### config.mk
export PLATFORM = sky130hd
export DESIGN_NAME = umx_dev_flat
export DESIGN_NICKNAME = d
export VERILOG_FILES = /design/src/logic/umx_pkg.sv /design/src/logic/umx_link_if.sv /design/src/logic/umx_dev.sv /design/src/flat_wrapper.sv
export SDC_FILE = /design/constraint.sdc
export NUM_CORES = 1
export LEC_CHECK = 0
export ABC_AREA = 1
export BUFFER_PORTS_ARGS = -buffer_cell sky130_fd_sc_hd__buf_2
export CORE_AREA = 5 5 119 121
export CTS_CLUSTER_SIZE = 12
export DETAILED_ROUTE_END_ITERATION = 8
export DIE_AREA = 0 0 124 126
export GPL_TIMING_DRIVEN = 0
export HOLD_SLACK_MARGIN = 0.12
export PLACE_DENSITY = 0.68
export SLEW_MARGIN = 5
export SYNTH_ARGS = -nofsm -noshare
export SYNTH_HDL_FRONTEND = slang
export SYNTH_SLANG_ARGS = --single-unit
### constraint.sdc
create_clock -name i_clk -period 4.54 [get_ports i_clk]
set_input_delay 0.454 -clock i_clk [delete_from_list [all_inputs] [get_ports i_clk]]
set_output_delay 0.454 -clock i_clk [all_outputs]
set_load 0.005 [all_outputs]
### src/logic/umx_pkg.sv
// shared constants and types for the multiprocessor serial port extension
// assumes both ends run on one system clock with the same bit time
package umx_pkg;
  localparam int unsigned BIT_CYC_DEF = 16; // clocks per bit time
  localparam int unsigned TICK_W = 16;
  localparam int unsigned DATA_W = 8;
  localparam int unsigned IDX_W = 4;
  localparam int unsigned BRK_BITS = 11; // low bit times that make a break
  localparam int unsigned PORT_INDEX_DEF = 0;
  // transmit bit index: 0 start, 1..8 data, then ninth and/or stop
  localparam logic [IDX_W-1:0] TX_STOP8 = 4'h9;
  localparam logic [IDX_W-1:0] TX_STOP9 = 4'ha;
  localparam logic [IDX_W-1:0] TX_NINTH = 4'h9;
  // receive sample index: 0..7 data, then ninth and/or stop
  localparam logic [IDX_W-1:0] RX_STOP8 = 4'h8;
  localparam logic [IDX_W-1:0] RX_STOP9 = 4'h9;
  localparam logic [IDX_W-1:0] RX_NINTH = 4'h8;
  localparam logic [1:0] MODE0 = 2'h0;
  localparam logic [1:0] MODE1 = 2'h1;
  localparam logic [1:0] MODE3 = 2'h3;
  localparam logic LINE_IDLE = 1'h1;
  localparam logic LINE_LOW = 1'h0;

  typedef enum logic [1:0] {
    RX_IDLE = 2'b00,
    RX_START = 2'b01,
    RX_DATA = 2'b10
  } umx_rx_state_type;
endpackage : umx_pkg

### src/logic/umx_link_if.sv
// serial link between the port and a remote node: one line each way
// assumes both parties are clocked by the same system clock
`timescale 1ns/10ps
interface umx_link_if;
  logic to_dev; // remote node transmit line, device receive line
  logic to_host; // device transmit line, remote node receive line
  modport dev (input to_dev, output to_host);
  modport host (output to_dev, input to_host);
endinterface : umx_link_if

### src/logic/umx_dev.sv
// device end: 9-bit receive filtering, address match, break, tx double buffer
// assumes the link line is synchronous to i_clk and the cpu drives plain ports
`timescale 1ns/10ps
module umx_dev #(
  parameter int unsigned BIT_CYCLES = umx_pkg::BIT_CYC_DEF,
  parameter int unsigned PORT_INDEX = umx_pkg::PORT_INDEX_DEF
) (
  input wire logic i_clk, // system clock
  input wire logic i_nrst, // async reset, active low
  umx_link_if.dev link, // serial lines
  input wire logic [1:0] i_mode, // port mode 0..3
  input wire logic i_fe_select, // framing error select
  input wire logic i_multiproc_enable, // ninth bit filtering
  input wire logic i_dbl_buf_enable, // transmit double buffer
  input wire logic i_dbl_buf_irq_select, // interrupt after last char
  input wire logic i_tx_irq_late, // interrupt at end of stop
  input wire logic i_break_reset_enable, // break resets device
  input wire logic i_port_enable, // port enabled
  input wire logic [umx_pkg::DATA_W-1:0] i_node_address, // own address
  input wire logic [umx_pkg::DATA_W-1:0] i_node_address_mask, // address mask
  input wire logic i_buf_wr, // write pulse to transmit buffer
  input wire logic [umx_pkg::DATA_W-1:0] i_buf_wdata, // byte to send
  input wire logic i_tx_ninth_bit, // ninth bit to send
  input wire logic i_receive_flag_clr, // clear pulse
  input wire logic i_frame_error_clr, // clear pulse
  input wire logic i_break_clr, // clear pulse
  output logic [umx_pkg::DATA_W-1:0] o_rx_data, // received byte
  output logic o_rx_ninth_bit, // received ninth bit
  output logic o_receive_flag, // receive flag
  output logic o_frame_error_flag, // framing error flag
  output logic o_break_flag, // break detected
  output logic o_tx_irq, // transmit interrupt pulse
  output logic o_tx_busy, // shifter active
  output logic o_tx_buf_full, // double buffer holds a byte
  output logic o_break_reset // pulse: reset into boot mode
);
  import umx_pkg::*;

  localparam logic [TICK_W-1:0] TICK_LAST = TICK_W'(BIT_CYCLES - 1);
  localparam logic [TICK_W-1:0] TICK_HALF = TICK_W'(BIT_CYCLES / 2);
  // flag on the low sample that completes eleven whole bit times
  localparam logic [TICK_W-1:0] BRK_LAST = TICK_W'(BRK_BITS * BIT_CYCLES);

  typedef struct packed {
    logic txd;
    logic tx_busy;
    logic [IDX_W-1:0] tx_idx;
    logic [TICK_W-1:0] tx_tick;
    logic [DATA_W:0] tx_sh;
    logic tx_live9;
    logic buf_full;
    logic [DATA_W:0] buf_q;
    logic tx_irq;
    umx_rx_state_type rx_st;
    logic [TICK_W-1:0] rx_tick;
    logic [IDX_W-1:0] rx_idx;
    logic [DATA_W:0] rx_sh;
    logic [DATA_W-1:0] rx_data;
    logic rx_ninth;
    logic receive_flag;
    logic frame_error_flag;
    logic [TICK_W-1:0] brk_cnt;
    logic break_flag;
    logic break_reset;
  } umx_dev_state_type;

  umx_dev_state_type s_q;
  umx_dev_state_type s_d;

  // line level for a transmit bit index
  function automatic logic tx_bit(input logic [IDX_W-1:0] idx, input logic [DATA_W:0] sh,
                                  input logic nine, input logic live9, input logic tb8);
    logic v;
    v = LINE_IDLE;
    if (idx == '0)
      v = LINE_LOW;
    else if (idx <= IDX_W'(DATA_W))
      v = sh[idx - 4'h1];
    else if (nine && idx == TX_NINTH)
      v = live9 ? tb8 : sh[DATA_W];
    return v;
  endfunction : tx_bit

  // given address: bits where mask is set must equal the node address
  function automatic logic given_match(input logic [DATA_W-1:0] rx,
                                       input logic [DATA_W-1:0] adr,
                                       input logic [DATA_W-1:0] msk);
    return ((rx ^ (adr & msk)) & msk) == '0;
  endfunction : given_match

  // broadcast address: ones of node or mask must be ones, zeros ignored
  function automatic logic bcast_match(input logic [DATA_W-1:0] rx,
                                       input logic [DATA_W-1:0] adr,
                                       input logic [DATA_W-1:0] msk);
    return (~rx & (adr | msk)) == '0;
  endfunction : bcast_match

  // next state of the whole port
  always_comb
  begin
    logic nine;
    logic mp;
    logic [IDX_W-1:0] tx_last;
    logic [IDX_W-1:0] rx_last;
    logic stop_begin;
    logic stop_end;
    logic irq_due;
    logic ninth_v;
    logic addr_ok;
    nine = i_mode[1];
    mp = i_multiproc_enable && (i_mode != MODE0);
    tx_last = nine ? TX_STOP9 : TX_STOP8;
    rx_last = nine ? RX_STOP9 : RX_STOP8;
    stop_begin = 1'b0;
    stop_end = 1'b0;
    irq_due = 1'b0;
    ninth_v = 1'b0;
    addr_ok = 1'b0;
    s_d = s_q;
    s_d.tx_irq = 1'b0;
    s_d.break_reset = 1'b0;

    // transmit: idle shifter takes a write at once
    if (!s_q.tx_busy)
    begin
      if (i_buf_wr)
      begin
        s_d.tx_busy = 1'b1;
        s_d.tx_idx = '0;
        s_d.tx_tick = '0;
        s_d.tx_sh = {i_tx_ninth_bit, i_buf_wdata};
        s_d.tx_live9 = !i_dbl_buf_enable;
        s_d.tx_irq = i_dbl_buf_enable;
      end
    end
    else
    begin
      // a write while full is dropped; software waits for the interrupt
      if (i_dbl_buf_enable && i_buf_wr && !s_q.buf_full)
      begin
        s_d.buf_full = 1'b1;
        s_d.buf_q = {i_tx_ninth_bit, i_buf_wdata};
      end
      if (s_q.tx_tick == TICK_LAST)
      begin
        s_d.tx_tick = '0;
        if (s_q.tx_idx == tx_last)
        begin
          s_d.tx_idx = '0;
          // a write in this very cycle is taken too, so the buffer never strands
          if (i_dbl_buf_enable && s_d.buf_full)
          begin
            // next start bit follows the single stop bit directly
            s_d.tx_sh = s_d.buf_q;
            s_d.tx_live9 = 1'b0;
            s_d.buf_full = 1'b0;
          end
          else
            s_d.tx_busy = 1'b0;
        end
        else
          s_d.tx_idx = s_q.tx_idx + 4'h1;
      end
      else
        s_d.tx_tick = s_q.tx_tick + 16'h1;
      // judged on the next position so the pulse lines up with the stop bit
      stop_begin = (s_d.tx_idx == tx_last) && (s_d.tx_tick == '0);
      stop_end = (s_d.tx_idx == tx_last) && (s_d.tx_tick == TICK_LAST);
      // buffered: only for a waiting byte, or the last one if selected
      irq_due = i_dbl_buf_enable ? (s_d.buf_full || i_dbl_buf_irq_select) : 1'b1;
      if (irq_due && ((stop_begin && !i_tx_irq_late)
          || (stop_end && i_tx_irq_late)))
        s_d.tx_irq = 1'b1;
    end
    s_d.txd = s_d.tx_busy
      ? tx_bit(s_d.tx_idx, s_d.tx_sh, nine, s_d.tx_live9, i_tx_ninth_bit) : LINE_IDLE;

    // software clears first so a same-cycle frame error or break wins; a frame completing as the receive flag clears is dropped
    if (i_receive_flag_clr)
      s_d.receive_flag = 1'b0;
    if (i_frame_error_clr)
      s_d.frame_error_flag = 1'b0;
    if (i_break_clr)
      s_d.break_flag = 1'b0;

    // receive: half-bit start check, then mid-bit samples
    unique case (s_q.rx_st)
      RX_IDLE:
      begin
        s_d.rx_tick = '0;
        if (link.to_dev == LINE_LOW)
          s_d.rx_st = RX_START;
      end
      RX_START:
      begin
        s_d.rx_tick = s_q.rx_tick + 16'h1;
        if (s_q.rx_tick == TICK_HALF)
        begin
          s_d.rx_tick = '0;
          s_d.rx_idx = '0;
          // a glitch shorter than half a bit is no start
          s_d.rx_st = (link.to_dev == LINE_LOW) ? RX_DATA : RX_IDLE;
        end
      end
      RX_DATA:
      begin
        s_d.rx_tick = s_q.rx_tick + 16'h1;
        if (s_q.rx_tick == TICK_LAST)
        begin
          s_d.rx_tick = '0;
          s_d.rx_idx = s_q.rx_idx + 4'h1;
          if (s_q.rx_idx != rx_last)
            s_d.rx_sh[s_q.rx_idx[3:0]] = link.to_dev;
          else
          begin
            // stop bit sampled mid-bit: flags settle during the stop bit
            s_d.rx_st = RX_IDLE;
            ninth_v = nine ? s_q.rx_sh[RX_NINTH] : link.to_dev;
            addr_ok = !(mp && nine)
              || given_match(s_q.rx_sh[DATA_W-1:0], i_node_address, i_node_address_mask)
              || bcast_match(s_q.rx_sh[DATA_W-1:0], i_node_address, i_node_address_mask);
            if (!s_q.receive_flag && (!mp || ninth_v) && addr_ok)
            begin
              s_d.rx_data = s_q.rx_sh[DATA_W-1:0];
              s_d.rx_ninth = ninth_v;
              s_d.receive_flag = 1'b1;
            end // else dropped, data and flag untouched
            if (link.to_dev == LINE_LOW
                && !(mp && i_mode == MODE3 && i_fe_select && !ninth_v))
              s_d.frame_error_flag = 1'b1;
          end
        end
      end
      default:
        s_d.rx_st = RX_IDLE;
    endcase

    // break: count low clocks, fire once per low stretch
    if (link.to_dev != LINE_LOW)
      s_d.brk_cnt = '0;
    else if (s_q.brk_cnt != BRK_LAST)
    begin
      s_d.brk_cnt = s_q.brk_cnt + 16'h1;
      if (s_d.brk_cnt == BRK_LAST)
      begin
        s_d.break_flag = 1'b1;
        s_d.break_reset = (PORT_INDEX == 0) && i_port_enable && i_break_reset_enable;
      end
    end
  end

  // state register; address and mask come from cpu registers cleared at reset
  always_ff @(posedge i_clk or negedge i_nrst)
  begin
    if (!i_nrst)
    begin
      s_q <= '0;
      s_q.txd <= LINE_IDLE;
      s_q.rx_st <= RX_IDLE;
    end
    else
      s_q <= s_d;
  end

  assign link.to_host = s_q.txd;
  assign o_rx_data = s_q.rx_data;
  assign o_rx_ninth_bit = s_q.rx_ninth;
  assign o_receive_flag = s_q.receive_flag;
  assign o_frame_error_flag = s_q.frame_error_flag;
  assign o_break_flag = s_q.break_flag;
  assign o_tx_irq = s_q.tx_irq;
  assign o_tx_busy = s_q.tx_busy;
  assign o_tx_buf_full = s_q.buf_full;
  assign o_break_reset = s_q.break_reset;
endmodule : umx_dev

### src/flat_wrapper.sv
// flat-port wrapper written by rule: the top's interface ports become plain ports
module umx_dev_flat import umx_pkg::*;
#(
  parameter int unsigned BIT_CYCLES = umx_pkg::BIT_CYC_DEF,
  parameter int unsigned PORT_INDEX = umx_pkg::PORT_INDEX_DEF
)
  (i_clk, i_nrst, i_mode, i_fe_select, i_multiproc_enable, i_dbl_buf_enable, i_dbl_buf_irq_select, i_tx_irq_late, i_break_reset_enable, i_port_enable, i_node_address, i_node_address_mask, i_buf_wr, i_buf_wdata, i_tx_ninth_bit, i_receive_flag_clr, i_frame_error_clr, i_break_clr, o_rx_data, o_rx_ninth_bit, o_receive_flag, o_frame_error_flag, o_break_flag, o_tx_irq, o_tx_busy, o_tx_buf_full, o_break_reset, link_to_dev, link_to_host);
  umx_link_if link_i ();
  input wire logic i_clk;
  input wire logic i_nrst;
  input wire logic [1:0] i_mode;
  input wire logic i_fe_select;
  input wire logic i_multiproc_enable;
  input wire logic i_dbl_buf_enable;
  input wire logic i_dbl_buf_irq_select;
  input wire logic i_tx_irq_late;
  input wire logic i_break_reset_enable;
  input wire logic i_port_enable;
  input wire logic [umx_pkg::DATA_W-1:0] i_node_address;
  input wire logic [umx_pkg::DATA_W-1:0] i_node_address_mask;
  input wire logic i_buf_wr;
  input wire logic [umx_pkg::DATA_W-1:0] i_buf_wdata;
  input wire logic i_tx_ninth_bit;
  input wire logic i_receive_flag_clr;
  input wire logic i_frame_error_clr;
  input wire logic i_break_clr;
  output logic [umx_pkg::DATA_W-1:0] o_rx_data;
  output logic o_rx_ninth_bit;
  output logic o_receive_flag;
  output logic o_frame_error_flag;
  output logic o_break_flag;
  output logic o_tx_irq;
  output logic o_tx_busy;
  output logic o_tx_buf_full;
  output logic o_break_reset;
  input wire logic [$bits(link_i.to_dev)-1:0] link_to_dev;
  output wire logic [$bits(link_i.to_host)-1:0] link_to_host;
  assign link_i.to_dev = link_to_dev;
  assign link_to_host = link_i.to_host;
  umx_dev #(.BIT_CYCLES(BIT_CYCLES), .PORT_INDEX(PORT_INDEX)) u_core (.i_clk(i_clk), .i_nrst(i_nrst), .link(link_i), .i_mode(i_mode), .i_fe_select(i_fe_select), .i_multiproc_enable(i_multiproc_enable), .i_dbl_buf_enable(i_dbl_buf_enable), .i_dbl_buf_irq_select(i_dbl_buf_irq_select), .i_tx_irq_late(i_tx_irq_late), .i_break_reset_enable(i_break_reset_enable), .i_port_enable(i_port_enable), .i_node_address(i_node_address), .i_node_address_mask(i_node_address_mask), .i_buf_wr(i_buf_wr), .i_buf_wdata(i_buf_wdata), .i_tx_ninth_bit(i_tx_ninth_bit), .i_receive_flag_clr(i_receive_flag_clr), .i_frame_error_clr(i_frame_error_clr), .i_break_clr(i_break_clr), .o_rx_data(o_rx_data), .o_rx_ninth_bit(o_rx_ninth_bit), .o_receive_flag(o_receive_flag), .o_frame_error_flag(o_frame_error_flag), .o_break_flag(o_break_flag), .o_tx_irq(o_tx_irq), .o_tx_busy(o_tx_busy), .o_tx_buf_full(o_tx_buf_full), .o_break_reset(o_break_reset));
endmodule
==> results.rst, run 1 <==
.. list-table::
   :header-rows: 1

   * - Metric
     - Value
   * - Most instantiated cells after synthesis
     - sky130_fd_sc_hd__nand2_1 (200), sky130_fd_sc_hd__inv_1 (103), sky130_fd_sc_hd__dfrtp_1 (102)
   * - Status
     - complete, no violations
   * - Length of routed wiring on met1
     - 7100 um
   * - Most area-hungry cell type in the Yosys netlist
     - sky130_fd_sc_hd__dfrtp_1
   * - Estimated wirelength of the detail-placed design
     - 10500 um
   * - Max frequency
     - 438 MHz
   * - Sequential share of the synthesized area
     - 40.7%
   * - Clock Sinks
     - 103
   * - Hold WC Path Type
     - primary input to asynchronous set/reset pin
   * - Die extent in y
     - 126 um
   * - Synth async-reset ratio
     - 100%
   * - Uppermost metal layer occupied by signal nets
     - met4
   * - Average instance area after synthesis
     - 7.41 sq um
   * - Yosys reg bits
     - between 100 and 150
   * - Placeable core region
     - 0.0130 sq mm
   * - Clock network latency to the later pin of the worst-skew pair
     - 0.35 ns
   * - Via Count
     - 5580
   * - Final Critical Period
     - 2.28 ns
   * - Slew at the pin closest to its max-slew limit
     - 0.744 ns
   * - DR WL/cell
     - 12.6 um
   * - Aggregate global-route resource usage
     - 19.0%
   * - Global-route wire length before repair
     - 24300 um
   * - Floorplan die area
     - 0.0156 sq mm
   * - Flip-flop cell with the highest count after synthesis
     - sky130_fd_sc_hd__dfrtp_1
   * - Total nets after synthesis
     - 914
   * - Arrival time of the worst setup path
     - ~2.6 ns
   * - I/O Buffers
     - 55
   * - Placed cell count
     - 1087
   * - Metal2 WL
     - 5890 um
   * - Yosys warning total
     - 0
   * - Layout Cells excl Fill
     - 1102
   * - Final GP Congestion
     - 0.887
   * - Layout-stage area growth over the synthesis result
     - 12.5%
   * - Worst Skew
     - 0.00875 ns
   * - Count of max-cap constraint violations
     - 0
   * - Crit path kind
     - register to register
   * - Maximum buffer depth of the clock tree
     - 2
   * - Antenna violations before repair
     - 0
   * - Residual overflow from global routing
     - 0
   * - H-tree depth
     - 3
   * - Final cell utilization of the core
     - a little over half
   * - Number of distinct standard cells referenced by the synthesized netlist
     - 50
   * - Worst vdd rail ir drop
     - 233 uV
   * - WL met3
     - 664 um
   * - Vias in the first global route
     - 5143
   * - Reg2Reg Launch Point
     - u_core.s_q[82]
   * - Antenna-violating nets left
     - 0
   * - Total wire length
     - 13900 um
   * - Clock buffer count from CTS
     - 9
   * - Max FO, Critical Path
     - 5
   * - Cell count of the worst reg-to-reg path
     - 12
   * - Cell chosen for the clock root
     - sky130_fd_sc_hd__clkbuf_16
   * - Core Rows
     - 42
   * - Top post-synthesis cells by area
     - sky130_fd_sc_hd__dfrtp_1 (40%), sky130_fd_sc_hd__nand2_1 (12%), sky130_fd_sc_hd__nand3_1 (6.2%)
   * - Vias per cell
     - 5.06
   * - Number of buffers added to fix hold violations after cts
     - 0
   * - Unrepaired setup endpoints after global routing
     - false
   * - Share of the clock period used by the worst path
     - between 50% and 60%
   * - Number of buffers inserted to repair setup after CTS
     - 0
   * - Fraction of final layout cells sized beyond drive strength 1
     - approximately an eighth
   * - RR Endpoint
     - u_core.link.to_host
   * - I/O pin count
     - 58
   * - Element type at the critical path start
     - register
   * - Crit end category
     - register
   * - Fin Hold WS
     - ~0.11 ns
   * - Leakage power of the design
     - about 3.4 nW
   * - CTS clock-pin slew for the worst setup and hold paths
     - 0.07 ns
   * - Most frequent cell after synthesis
     - sky130_fd_sc_hd__nand2_1
   * - Share of the synthesized area in the top cell type
     - 40.3%
   * - PostCTS Resize Cnt
     - 0
   * - Pin count of the biggest net entering global routing
     - 55
   * - Required @ worst endpoint
     - 4.81 ns
   * - Die Width
     - 124 um
   * - Total power
     - ~2.5 mW
   * - Iteration-0 DRC count of the detailed router
     - 294
   * - Final setup violation count
     - 0
   * - CTS tree
     - built
   * - TritonRoute pass-1 iters
     - 4
   * - Number of enable flip-flop cells after synthesis
     - 0
   * - Max-slew violations
     - 0
   * - Cells after synthesis
     - 855
   * - Count of nets after finishing
     - 981
   * - Starting Density
     - 48.8%
   * - Power per Cell Area
     - 353 mW/mm^2
   * - Aggregate negative setup slack
     - 0 ns
   * - Worst R2R Setup Slack
     - 2.26 ns
   * - Slew HR
     - between 50% and 60%
   * - Cell area after synthesis
     - 0.00634 sq mm
   * - Drc violations
     - 0
   * - Final count of hold timing violations
     - 0
   * - Number of diodes
     - 0
==> critical path, cell delays in order (launching register included) <==
cell	delay [ns]
sky130_fd_sc_hd__dfrtp_1	0.42
sky130_fd_sc_hd__ha_1	0.23
sky130_fd_sc_hd__nand3_1	0.15
sky130_fd_sc_hd__nor2_1	0.17
sky130_fd_sc_hd__nand2_1	0.13
sky130_fd_sc_hd__nor2_1	0.27
sky130_fd_sc_hd__nand2_1	0.19
sky130_fd_sc_hd__a21oi_1	0.20
sky130_fd_sc_hd__nand2_1	0.08
sky130_fd_sc_hd__nand3_1	0.07
sky130_fd_sc_hd__nand3_1	0.08
sky130_fd_sc_hd__a21boi_1	0.12
sky130_fd_sc_hd__nand2_1	0.09
==> through the flow <==
stage / worst slack [ns] / cell area (sq um)
after floorplan: 2.63 / 6340
after global placement: 1.80 / 6830
after detailed placement: 2.27 / 6860
after CTS: 2.24 / 7130
after global routing: 1.98 / 7130
final: 2.26 / 7130
==> logic make-up after synthesis <==
family / after synthesis / synth area share (%)
adder cells (fa/ha/maj): 18 / 3.55
multiplexers: 1 / 0.158
AO/OA/AOI/OAI: 123 / 11.4
buffers and inverters: 135 / 9.00
XOR/XNOR: 30 / 4.15
AND/OR/NAND/NOR: 445 / 31.0
flip-flops: 103 / 40.7
==> flip-flops by register name, indices dropped and copies added (netlist names), named ones only <==
signal / flops
u_core.o_rx_data: 8
u_core.o_rx_ninth_bit: 1
u_core.link.to_host: 1
u_core.o_break_flag: 1
u_core.o_tx_buf_full: 1
u_core.o_tx_busy: 1
u_core.o_break_reset: 1
u_core.o_receive_flag: 1
u_core.o_frame_error_flag: 1
u_core.s_q: 77
u_core.o_tx_irq: 1
==> routing by layer <==
layer	vias to the layer above	GRT usage, %
li1	2914	-
met3	17	2.83
met2	99	27.5
met1	2550	29.0
met4	0	6.70
met5	-	0
==> cell type report <==
| type | count | area [sq um] |
|---|---|---|
| Clock inverter | 6 | 38.8 |
| Sequential cell | 103 | 2580 |
| Buffer | 28 | 169 |
| Multi-Input combinational cell | 617 | 3190 |
| Timing Repair Buffer | 56 | 305 |
| Inverter | 107 | 402 |
| Fill cell | 1273 | 5850 |
| Clock buffer | 9 | 225 |
| Tap cell | 176 | 220 |
==> where the power goes <==
group | leakage (nW) | switching (mW) | internal (mW) | total, mW
Clock | 0.127 | 0.345 | 0.367 | 0.712
Combinational | 1.98 | 0.441 | 0.242 | 0.683
Sequential | 1.35 | 0.0886 | 1.03 | 1.12
Total | 3.45 | 0.875 | 1.64 | 2.51
==> how the worst max path moves through the flow <==
stage,startpoint,end,slack (ns),cells after the start
3_5_place_dp,u_core.s_q[42],u_core.s_q[56],2.27,7
3_3_place_gp,i_nrst,u_core.o_break_reset,1.80,1
6_report,u_core.s_q[82],u_core.link.to_host,2.26,12
5_1_grt,u_core.s_q[82],u_core.link.to_host,1.98,12
2_1_floorplan,i_mode[1],u_core.o_rx_data[2],2.63,9
4_1_cts,u_core.s_q[42],u_core.s_q[56],2.24,7
==> cells in the final DEF (no fill, tap or decap), types with 18 or more instances in the layout <==
cell type	synthesis	layout
sky130_fd_sc_hd__inv_1	103	103
sky130_fd_sc_hd__dfrtp_1	102	102
sky130_fd_sc_hd__nor3_1	24	24
sky130_fd_sc_hd__nand3_1	79	79
sky130_fd_sc_hd__xor2_1	26	26
sky130_fd_sc_hd__nand2_1	200	200
sky130_fd_sc_hd__o21ai_0	62	62
sky130_fd_sc_hd__nor2_1	97	97
sky130_fd_sc_hd__ha_1	18	18
sky130_fd_sc_hd__buf_2	3	57
sky130_fd_sc_hd__nand4_1	18	18
(Power assumes the default switching activity.)
==> run 2: changes to the inputs <==
==> constraint.sdc (replaced) <==
create_clock -name i_clk -period 2.3 [get_ports i_clk]
set_input_delay 0.23 -clock i_clk [delete_from_list [all_inputs] [get_ports i_clk]]
set_output_delay 0.23 -clock i_clk [all_outputs]
set_load 0.005 [all_outputs]
==> results.rst, run 2 (synthesis gave the netlist of run 1 again) <==
.. list-table::
   :header-rows: 1

   * - Metric
     - Value
   * - Max FO, Critical Path
     - 10 (was 5)
   * - Combinational Power Share
     - 28.7% (was 27.2%)
   * - Pin count of the biggest net entering global routing
     - 55 (unchanged)
   * - Switching share of power
     - 34.8% (about the same)
   * - Drc violations
     - 0 (unchanged)
   * - Worst Skew
     - 0.00910 ns (was 0.00875 ns)
   * - Register with the most flip-flops
     - u_core.s_q (unchanged)
   * - Layout Cells excl Fill
     - 1112 (was 1102)
   * - Aggregate global-route resource usage
     - 19.2% (was 19.0%)
   * - Die extent in y
     - 126 um (unchanged)
   * - Unrepaired setup endpoints after global routing
     - true (was false)
   * - Global routing met3 resource utilization
     - 2.83% (unchanged)
   * - Crit path kind
     - register to register (unchanged)
   * - Crit end category
     - register (unchanged)
   * - I/O Buffers
     - 55 (unchanged)
   * - Starting Density
     - 48.8% (unchanged)
   * - Final cell utilization of the core
     - 56.0% (was 54.9%)
   * - Fraction of final layout cells sized beyond drive strength 1
     - 14.0% (was 12.5%)
   * - Floorplan die area
     - 0.0156 sq mm (unchanged)
   * - Max-slew violations
     - 0 (unchanged)
   * - Global-route wire length before repair
     - 24400 um (was 24300 um)
   * - Worst R2R Setup Slack
     - 0.15 ns (was 2.26 ns)
   * - Final setup violation count
     - 0 (unchanged)
   * - Share of the clock period used by the worst path
     - 93.4% (was 50.2%)
   * - Max frequency
     - 466 MHz (was 438 MHz)
   * - Hold WC Path Type
     - primary input to register (was primary input to asynchronous set/reset pin)
   * - Count of max-cap constraint violations
     - 0 (unchanged)
   * - Placeable core region
     - 0.0130 sq mm (unchanged)
   * - Clock Sinks
     - 103 (unchanged)
   * - Count of nets after finishing
     - 991 (was 981)
   * - Total wire length
     - 14100 um (was 13900 um)
   * - Slew HR
     - 55.1% (was 50.2%)
   * - Slew at the pin closest to its max-slew limit
     - 0.673 ns (was 0.744 ns)
   * - Cell chosen for the clock root
     - sky130_fd_sc_hd__clkbuf_16 (unchanged)
   * - Final Critical Period
     - 2.15 ns (was 2.28 ns)
   * - Final count of hold timing violations
     - 0 (unchanged)
   * - Global-route layer with the greatest usage
     - met1 (unchanged)
   * - Vias in the first global route
     - 5191 (was 5143)
   * - Power per Cell Area
     - 696 mW/mm^2 (was 353 mW/mm^2)
   * - Maximum buffer depth of the clock tree
     - 2 (unchanged)
   * - Placed cell count
     - 1087 (unchanged)
   * - Core Rows
     - 42 (unchanged)
   * - Fraction of power consumed by sequential logic
     - 43.7% (was 44.5%)
   * - CTS clock-pin slew for the worst setup and hold paths
     - 0.07 ns (about the same)
   * - Residual overflow from global routing
     - 0 (unchanged)
   * - Met2 GRT Util
     - 27.8% (was 27.5%)
   * - H-tree depth
     - 3 (unchanged)
   * - Clock network latency to the later pin of the worst-skew pair
     - 0.35 ns (about the same)
   * - Required @ worst endpoint
     - 2.49 ns (was 4.81 ns)
   * - Met1 layer usage reported by global route
     - 29.1% (was 29.0%)
   * - Layout-stage area growth over the synthesis result
     - 14.7% (was 12.5%)
   * - Clock buffer count from CTS
     - 9 (unchanged)
   * - Estimated wirelength of the detail-placed design
     - 10500 um (unchanged)
   * - Antenna violations before repair
     - 0 (unchanged)
   * - Commonest cells after routing, fill and taps aside
     - sky130_fd_sc_hd__nand2_1 (198), sky130_fd_sc_hd__inv_1 (103), sky130_fd_sc_hd__dfrtp_1 (102) (was sky130_fd_sc_hd__nand2_1 (200), sky130_fd_sc_hd__inv_1 (103), sky130_fd_sc_hd__dfrtp_1 (102))
   * - Arrival time of the worst setup path
     - 2.34 ns (was 2.55 ns)
   * - Leakage power of the design
     - 3.50 nW (was 3.45 nW)
   * - Status
     - complete, no violations (unchanged)
   * - Aggregate negative setup slack
     - 0 ns (unchanged)
   * - Element type at the critical path start
     - register (unchanged)
   * - Iteration-0 DRC count of the detailed router
     - 307 (was 294)
   * - Worst vdd rail ir drop
     - 455 uV (was 233 uV)
   * - Final GP Congestion
     - 0.887 (unchanged)
   * - CTS tree
     - built (unchanged)
   * - DR WL/cell
     - 12.7 um (was 12.6 um)
   * - Final-layout fill cell count
     - 1265 (was 1273)
   * - Clock network fraction of total power
     - 27.7% (was 28.3%)
   * - Vias per cell
     - 5.09 (was 5.06)
   * - Total power
     - 5.06 mW (was 2.51 mW)
   * - Most common cell after layout, fill and taps aside
     - sky130_fd_sc_hd__nand2_1 (unchanged)
   * - Switching power of the nets
     - 1.76 mW (was 0.875 mW)
   * - Via Count
     - 5665 (was 5580)
   * - Antenna-violating nets left
     - 0 (unchanged)
   * - TritonRoute pass-1 iters
     - 4 (unchanged)
   * - I/O pin count
     - 58 (unchanged)
   * - Die Width
     - 124 um (unchanged)
   * - Number of diodes
     - 0 (unchanged)
   * - P_int
     - 3.30 mW (was 1.64 mW)
   * - Flip-flop count of the largest register after layout
     - 77 (unchanged)
## run 2: final timing paths
check	start	endpoint	cells past startpoint
max	u_core.o_tx_busy	u_core.s_q[93]	5
min	i_buf_wdata[6]	u_core.s_q[78]	3
max reg2reg	u_core.o_tx_busy	u_core.s_q[93]	5
min reg2reg	u_core.o_break_flag	u_core.o_break_flag	2
max in group asynchronous	i_nrst	u_core.link.to_host	3
min in group asynchronous	i_nrst	u_core.s_q[66]	2
## run 2: final cells by class
cell class	count	area [sq um]	area share [%]
well taps	176	220	3.03
multi-input cells	617	3240	44.6
clock buffers	9	225	3.10
clock inverters	6	38.8	0.534
repair buffers	66	395	5.44
plain buffers	28	169	2.32
flip-flops and latches	103	2580	35.5
inverters	107	402	5.53
## run 2: what timing repair did
item	in CTS	in global routing
hold buffers	6	0
resized for setup	0	14
hold endpoints to repair	53	0
setup endpoints to repair	0	28
setup buffers	0	4
## run 2: worst max-delay path: stages, from the launching register on
cell,delay [ns]
sky130_fd_sc_hd__dfrtp_1,0.39
sky130_fd_sc_hd__clkbuf_1,0.19
sky130_fd_sc_hd__inv_1,0.26
sky130_fd_sc_hd__clkbuf_1,0.44
sky130_fd_sc_hd__buf_1,0.50
sky130_fd_sc_hd__o22ai_1,0.20
## run 2: power groups by stage
stage | sequential, mW | combinational (mW) | clock (mW)
finish | 2.21 | 1.45 | 1.40
CTS | 2.21 | 1.36 | 1.45
floorplan | 2.20 | 1.02 | 0
global route | 2.23 | 1.68 | 1.52
detailed placement | 2.23 | 1.35 | 0
global placement | 2.23 | 1.33 | 0
## run 2: routing by layer
metal  vias up  routed length (um)
met5         -                   0
li1       2937                   -
met2       105                5990
met4         0                 248
met3        18                 708
met1      2605                7130
## run 2: through the flow
| stage | hold slack, ns | area, sq um | setup WS (ns) |
|---|---|---|---|
| finish | 0.183 | 7270 | 0.152 |
| global route | 0.196 | 7270 | -0.00669 |
| CTS | 0.169 | 7190 | 0.00239 |
| detailed placement | 0.312 | 6860 | 0.0280 |
| global placement | 0.415 | 6830 | -0.220 |
| floorplan | -0.0656 | 6340 | 0.422 |
==> run 3: changes to the inputs <==
--- a/config.mk
+++ b/config.mk
@@ -5,7 +5,6 @@
 export SDC_FILE = /design/constraint.sdc
 export NUM_CORES = 1
 export LEC_CHECK = 0
-export ABC_AREA = 1
 export BUFFER_PORTS_ARGS = -buffer_cell sky130_fd_sc_hd__buf_2
 export CORE_AREA = 5 5 119 121
 export CTS_CLUSTER_SIZE = 12
==> results.rst, run 3 <==
.. list-table::
   :header-rows: 1

   * - Metric
     - Value
   * - Max frequency
     - 415 MHz (was 466 MHz)
   * - Yosys reg bits
     - 103 (unchanged)
   * - Most instantiated cells after synthesis
     - sky130_fd_sc_hd__dfrtp_1 (102), sky130_fd_sc_hd__nor2_1 (71), sky130_fd_sc_hd__nand2_1 (69) (was sky130_fd_sc_hd__nand2_1 (200), sky130_fd_sc_hd__inv_1 (103), sky130_fd_sc_hd__dfrtp_1 (102))
   * - Worst vdd rail ir drop
     - 417 uV (was 455 uV)
   * - Final count of hold timing violations
     - 0 (unchanged)
   * - Placeable core region
     - 0.0130 sq mm (unchanged)
   * - Layout-stage area growth over the synthesis result
     - 19.1% (was 14.7%)
   * - Global-route wire length before repair
     - 25400 um (was 24400 um)
   * - CTS clock-pin slew for the worst setup and hold paths
     - 0.07 ns (about the same)
   * - Count of max-cap constraint violations
     - 0 (unchanged)
   * - Crit end category
     - register (unchanged)
   * - TritonRoute pass-1 iters
     - 5 (was 4)
   * - Dominant combinational cell family by area after synthesis
     - simple AND/OR/NAND/NOR gates (unchanged)
   * - I/O pin count
     - 58 (unchanged)
   * - Estimated wirelength of the detail-placed design
     - 10800 um (was 10500 um)
   * - H-tree depth
     - 3 (unchanged)
   * - Element type at the critical path start
     - register (unchanged)
   * - Vias in the first global route
     - 5357 (was 5191)
   * - Required @ worst endpoint
     - 2.58 ns (was 2.49 ns)
   * - Slew HR
     - 65.7% (was 55.1%)
   * - Top post-synthesis cells by area
     - sky130_fd_sc_hd__dfrtp_1 (40%), sky130_fd_sc_hd__mux2_2 (6.6%), sky130_fd_sc_hd__o21ai_0 (4.7%) (was sky130_fd_sc_hd__dfrtp_1 (40%), sky130_fd_sc_hd__nand2_1 (12%), sky130_fd_sc_hd__nand3_1 (6.2%))
   * - Post-Synth Simple-Gate Area
     - 22.5% (was 31.0%)
   * - Die extent in y
     - 126 um (unchanged)
   * - Max FO, Critical Path
     - 9 (was 10)
   * - Cell repeated most along the worst path
     - sky130_fd_sc_hd__buf_6 (was sky130_fd_sc_hd__clkbuf_1)
   * - Xor-xnor portion of the synthesized cell area
     - 4.44% (was 4.15%)
   * - Placed cell count
     - 926 (was 1087)
   * - Family with the most delay on the worst path
     - compound AO/OA/AOI/OAI gates (was buffers and inverters)
   * - Residual overflow from global routing
     - 0 (unchanged)
   * - Sequential share of the synthesized area
     - 40.9% (was 40.7%)
   * - Antenna violations before repair
     - 0 (unchanged)
   * - Drc violations
     - 0 (unchanged)
   * - Antenna-violating nets left
     - 0 (unchanged)
   * - Share of the synthesized area in the top cell type
     - 40.5% (was 40.3%)
   * - Flip-flop cell with the highest count after synthesis
     - sky130_fd_sc_hd__dfrtp_1 (unchanged)
   * - Clock network latency to the later pin of the worst-skew pair
     - 0.35 ns (about the same)
   * - Arithmetic-cell share of the synthesized area counting full adders, half adders and majority gates
     - 3.57% (was 3.55%)
   * - Flip-flop count of the largest register after layout
     - 77 (unchanged)
   * - Violated checks
     - setup timing
   * - Clock buffer count from CTS
     - 9 (unchanged)
   * - Fin Hold WS
     - 0.145 ns (was 0.183 ns)
   * - Status
     - complete, but fails checks (was complete, no violations)
   * - Cell chosen for the clock root
     - sky130_fd_sc_hd__clkbuf_16 (unchanged)
   * - Arrival time of the worst setup path
     - 2.69 ns (was 2.34 ns)
   * - Slew at the pin closest to its max-slew limit
     - 0.515 ns (was 0.673 ns)
   * - DR WL/cell
     - 15.9 um (was 12.7 um)
   * - Power per Cell Area
     - 692 mW/mm^2 (was 696 mW/mm^2)
   * - Number of enable flip-flop cells after synthesis
     - 0 (unchanged)
   * - Max-slew violations
     - 0 (unchanged)
   * - Maximum buffer depth of the clock tree
     - 2 (unchanged)
   * - Worst Skew
     - 0.00678 ns (was 0.00910 ns)
   * - Synthesized-area fraction occupied by ao, oa, aoi and oai cells
     - 15.3% (was 11.4%)
   * - Core Rows
     - 42 (unchanged)
   * - Aggregate global-route resource usage
     - 19.9% (was 19.2%)
   * - Number of distinct standard cells referenced by the synthesized netlist
     - 70 (was 50)
   * - CTS tree
     - built (unchanged)
   * - Average instance area after synthesis
     - 9.12 sq um (was 7.41 sq um)
   * - Cells after synthesis
     - 692 (was 855)
   * - Fraction of final layout cells sized beyond drive strength 1
     - 25.7% (was 14.0%)
   * - Most frequent cell after synthesis
     - sky130_fd_sc_hd__dfrtp_1 (was sky130_fd_sc_hd__nand2_1)
   * - Total power
     - 5.20 mW (was 5.06 mW)
   * - Via Count
     - 5485 (was 5665)
   * - Final worst setup slack
     - -0.110 ns (was 0.152 ns)
   * - Unrepaired setup endpoints after global routing
     - true (unchanged)
   * - Final GP Congestion
     - 0.869 (was 0.887)
   * - Count of nets after finishing
     - 837 (was 991)
   * - Most common cell after layout, fill and taps aside
     - sky130_fd_sc_hd__dfrtp_1 (was sky130_fd_sc_hd__nand2_1)
   * - Clock Sinks
     - 103 (unchanged)
   * - Post-placement worst setup slack
     - -0.437 ns (was 0.0280 ns)
   * - Final-layout fill cell count
     - 1143 (was 1265)
   * - Final Critical Period
     - 2.41 ns (was 2.15 ns)
   * - Portion of netlist area occupied by mux cells
     - 8.19% (was 0.158%)
   * - Register with the most flip-flops
     - u_core.s_q (unchanged)
   * - Total buffers and inverters traversed by the critical path
     - 3 (was 4)
   * - Crit-path slowest cell
     - sky130_fd_sc_hd__dfrtp_1 (was sky130_fd_sc_hd__buf_1)
   * - Number of diodes
     - 0 (unchanged)
   * - Hold WC Path Type
     - primary input to register (unchanged)
   * - Most area-hungry cell type in the Yosys netlist
     - sky130_fd_sc_hd__dfrtp_1 (unchanged)
   * - I/O Buffers
     - 57 (was 55)
   * - Commonest cells after routing, fill and taps aside
     - sky130_fd_sc_hd__dfrtp_1 (98), sky130_fd_sc_hd__nor2_1 (67), sky130_fd_sc_hd__nand2_1 (66) (was sky130_fd_sc_hd__nand2_1 (198), sky130_fd_sc_hd__inv_1 (103), sky130_fd_sc_hd__dfrtp_1 (102))
   * - Share of the clock period used by the worst path
     - 105% (was 93.4%)
   * - Starting Density
     - 48.6% (was 48.8%)
   * - Total wire length
     - 15300 um (was 14100 um)
   * - Total nets after synthesis
     - 751 (was 914)
   * - Final setup violation count
     - 2 (was 0)
   * - Vias per cell
     - 5.72 (was 5.09)
   * - Floorplan die area
     - 0.0156 sq mm (unchanged)
   * - Leakage power of the design
     - 3.29 nW (was 3.50 nW)
   * - Critical Path Max Stage Delay
     - 0.36 ns (was 0.50 ns)
   * - Die Width
     - 124 um (unchanged)
   * - Layout Cells excl Fill
     - 959 (was 1112)
   * - Pin count of the biggest net entering global routing
     - 68 (was 55)
   * - Synth async-reset ratio
     - 100% (unchanged)
   * - Yosys warning total
     - 0 (unchanged)
   * - Ordered cell list for the critical path
     - buf_2 -> nor4_4 -> and4_1 -> buf_6 -> o31ai_1 -> a31o_1 -> buf_6 -> nor3b_1 -> o21a_1 -> a311o_1 -> o211ai_2 (was clkbuf_1 -> inv_1 -> clkbuf_1 -> buf_1 -> o22ai_1)
   * - Iteration-0 DRC count of the detailed router
     - 475 (was 307)
   * - Cell area after synthesis
     - 0.00631 sq mm (was 0.00634 sq mm)
   * - Crit path kind
     - register to register (unchanged)
run 3: kinds of logic after synthesis:
family | count (synthesis)
XOR/XNOR | 32
AND/OR/NAND/NOR | 275
flip-flops | 103
buffers and inverters | 65
AO/OA/AOI/OAI | 152
adder cells (fa/ha/maj) | 18
multiplexers | 47
run 3: metal layers:
metal / up-vias / global-route usage [%] / part of all wire (%)
met3: 23 / 3.45 / 4.2
met1: 2664 / 25.7 / 44
met5: - / 0 / 0
met4: 0 / 6.70 / 1.8
met2: 150 / 33.6 / 50
li1: 2648 / - / -
run 3: timing repair:
item,CTS,global route
hold endpoints to repair,38,0
buffers inserted,12,3
endpoints found under the setup margin,50,46
pin swaps,13,8
gates resized for setup,25,44
hold buffers,5,0
run 3: final timing paths:
path / startpoint / endpoint / slack (ns) / depth (start not counted)
setup / recovery: u_core.s_q[91] / u_core.link.to_host / -0.11 / 11
hold / removal: i_buf_wdata[7] / u_core.s_q[68] / 0.14 / 2
setup reg to reg: u_core.s_q[91] / u_core.link.to_host / -0.11 / 11
hold reg to reg: u_core.s_q[67] / u_core.s_q[67] / 0.51 / 1
max in group asynchronous: i_nrst / u_core.s_q[56] / 1.20 / 3
min in group asynchronous: i_nrst / u_core.s_q[91] / 0.39 / 2
run 3: where the power goes:
| part | internal, mW | total (mW) | leakage, nW | switching, mW |
|---|---|---|---|---|
| Sequential | 2.02 | 2.25 | 1.33 | 0.232 |
| Clock | 0.767 | 1.45 | 0.125 | 0.684 |
| Combinational | 0.685 | 1.50 | 1.83 | 0.811 |
run 3: final cells by class:
cell class | count | area (sq um) | area share (%)
plain buffers | 40 | 249 | 3.31
clock buffers | 12 | 246 | 3.28
clock inverters | 4 | 31.3 | 0.416
inverters | 22 | 82.6 | 1.10
multi-input cells | 524 | 3620 | 48.1
flip-flops and latches | 103 | 2580 | 34.4
well taps | 176 | 220 | 2.93
repair buffers | 78 | 485 | 6.46
run 3: metrics by stage:
step / setup TNS, ns / utilization (%) / instance area (sq um)
finish: -0.141 / 57.9 / 7520
global route: -0.439 / 57.9 / 7520
CTS: -0.121 / 56.6 / 7350
detailed placement: -11.86 / 52.8 / 6850
global placement: -27.32 / 52.5 / 6820
floorplan: 0 / - / 6310
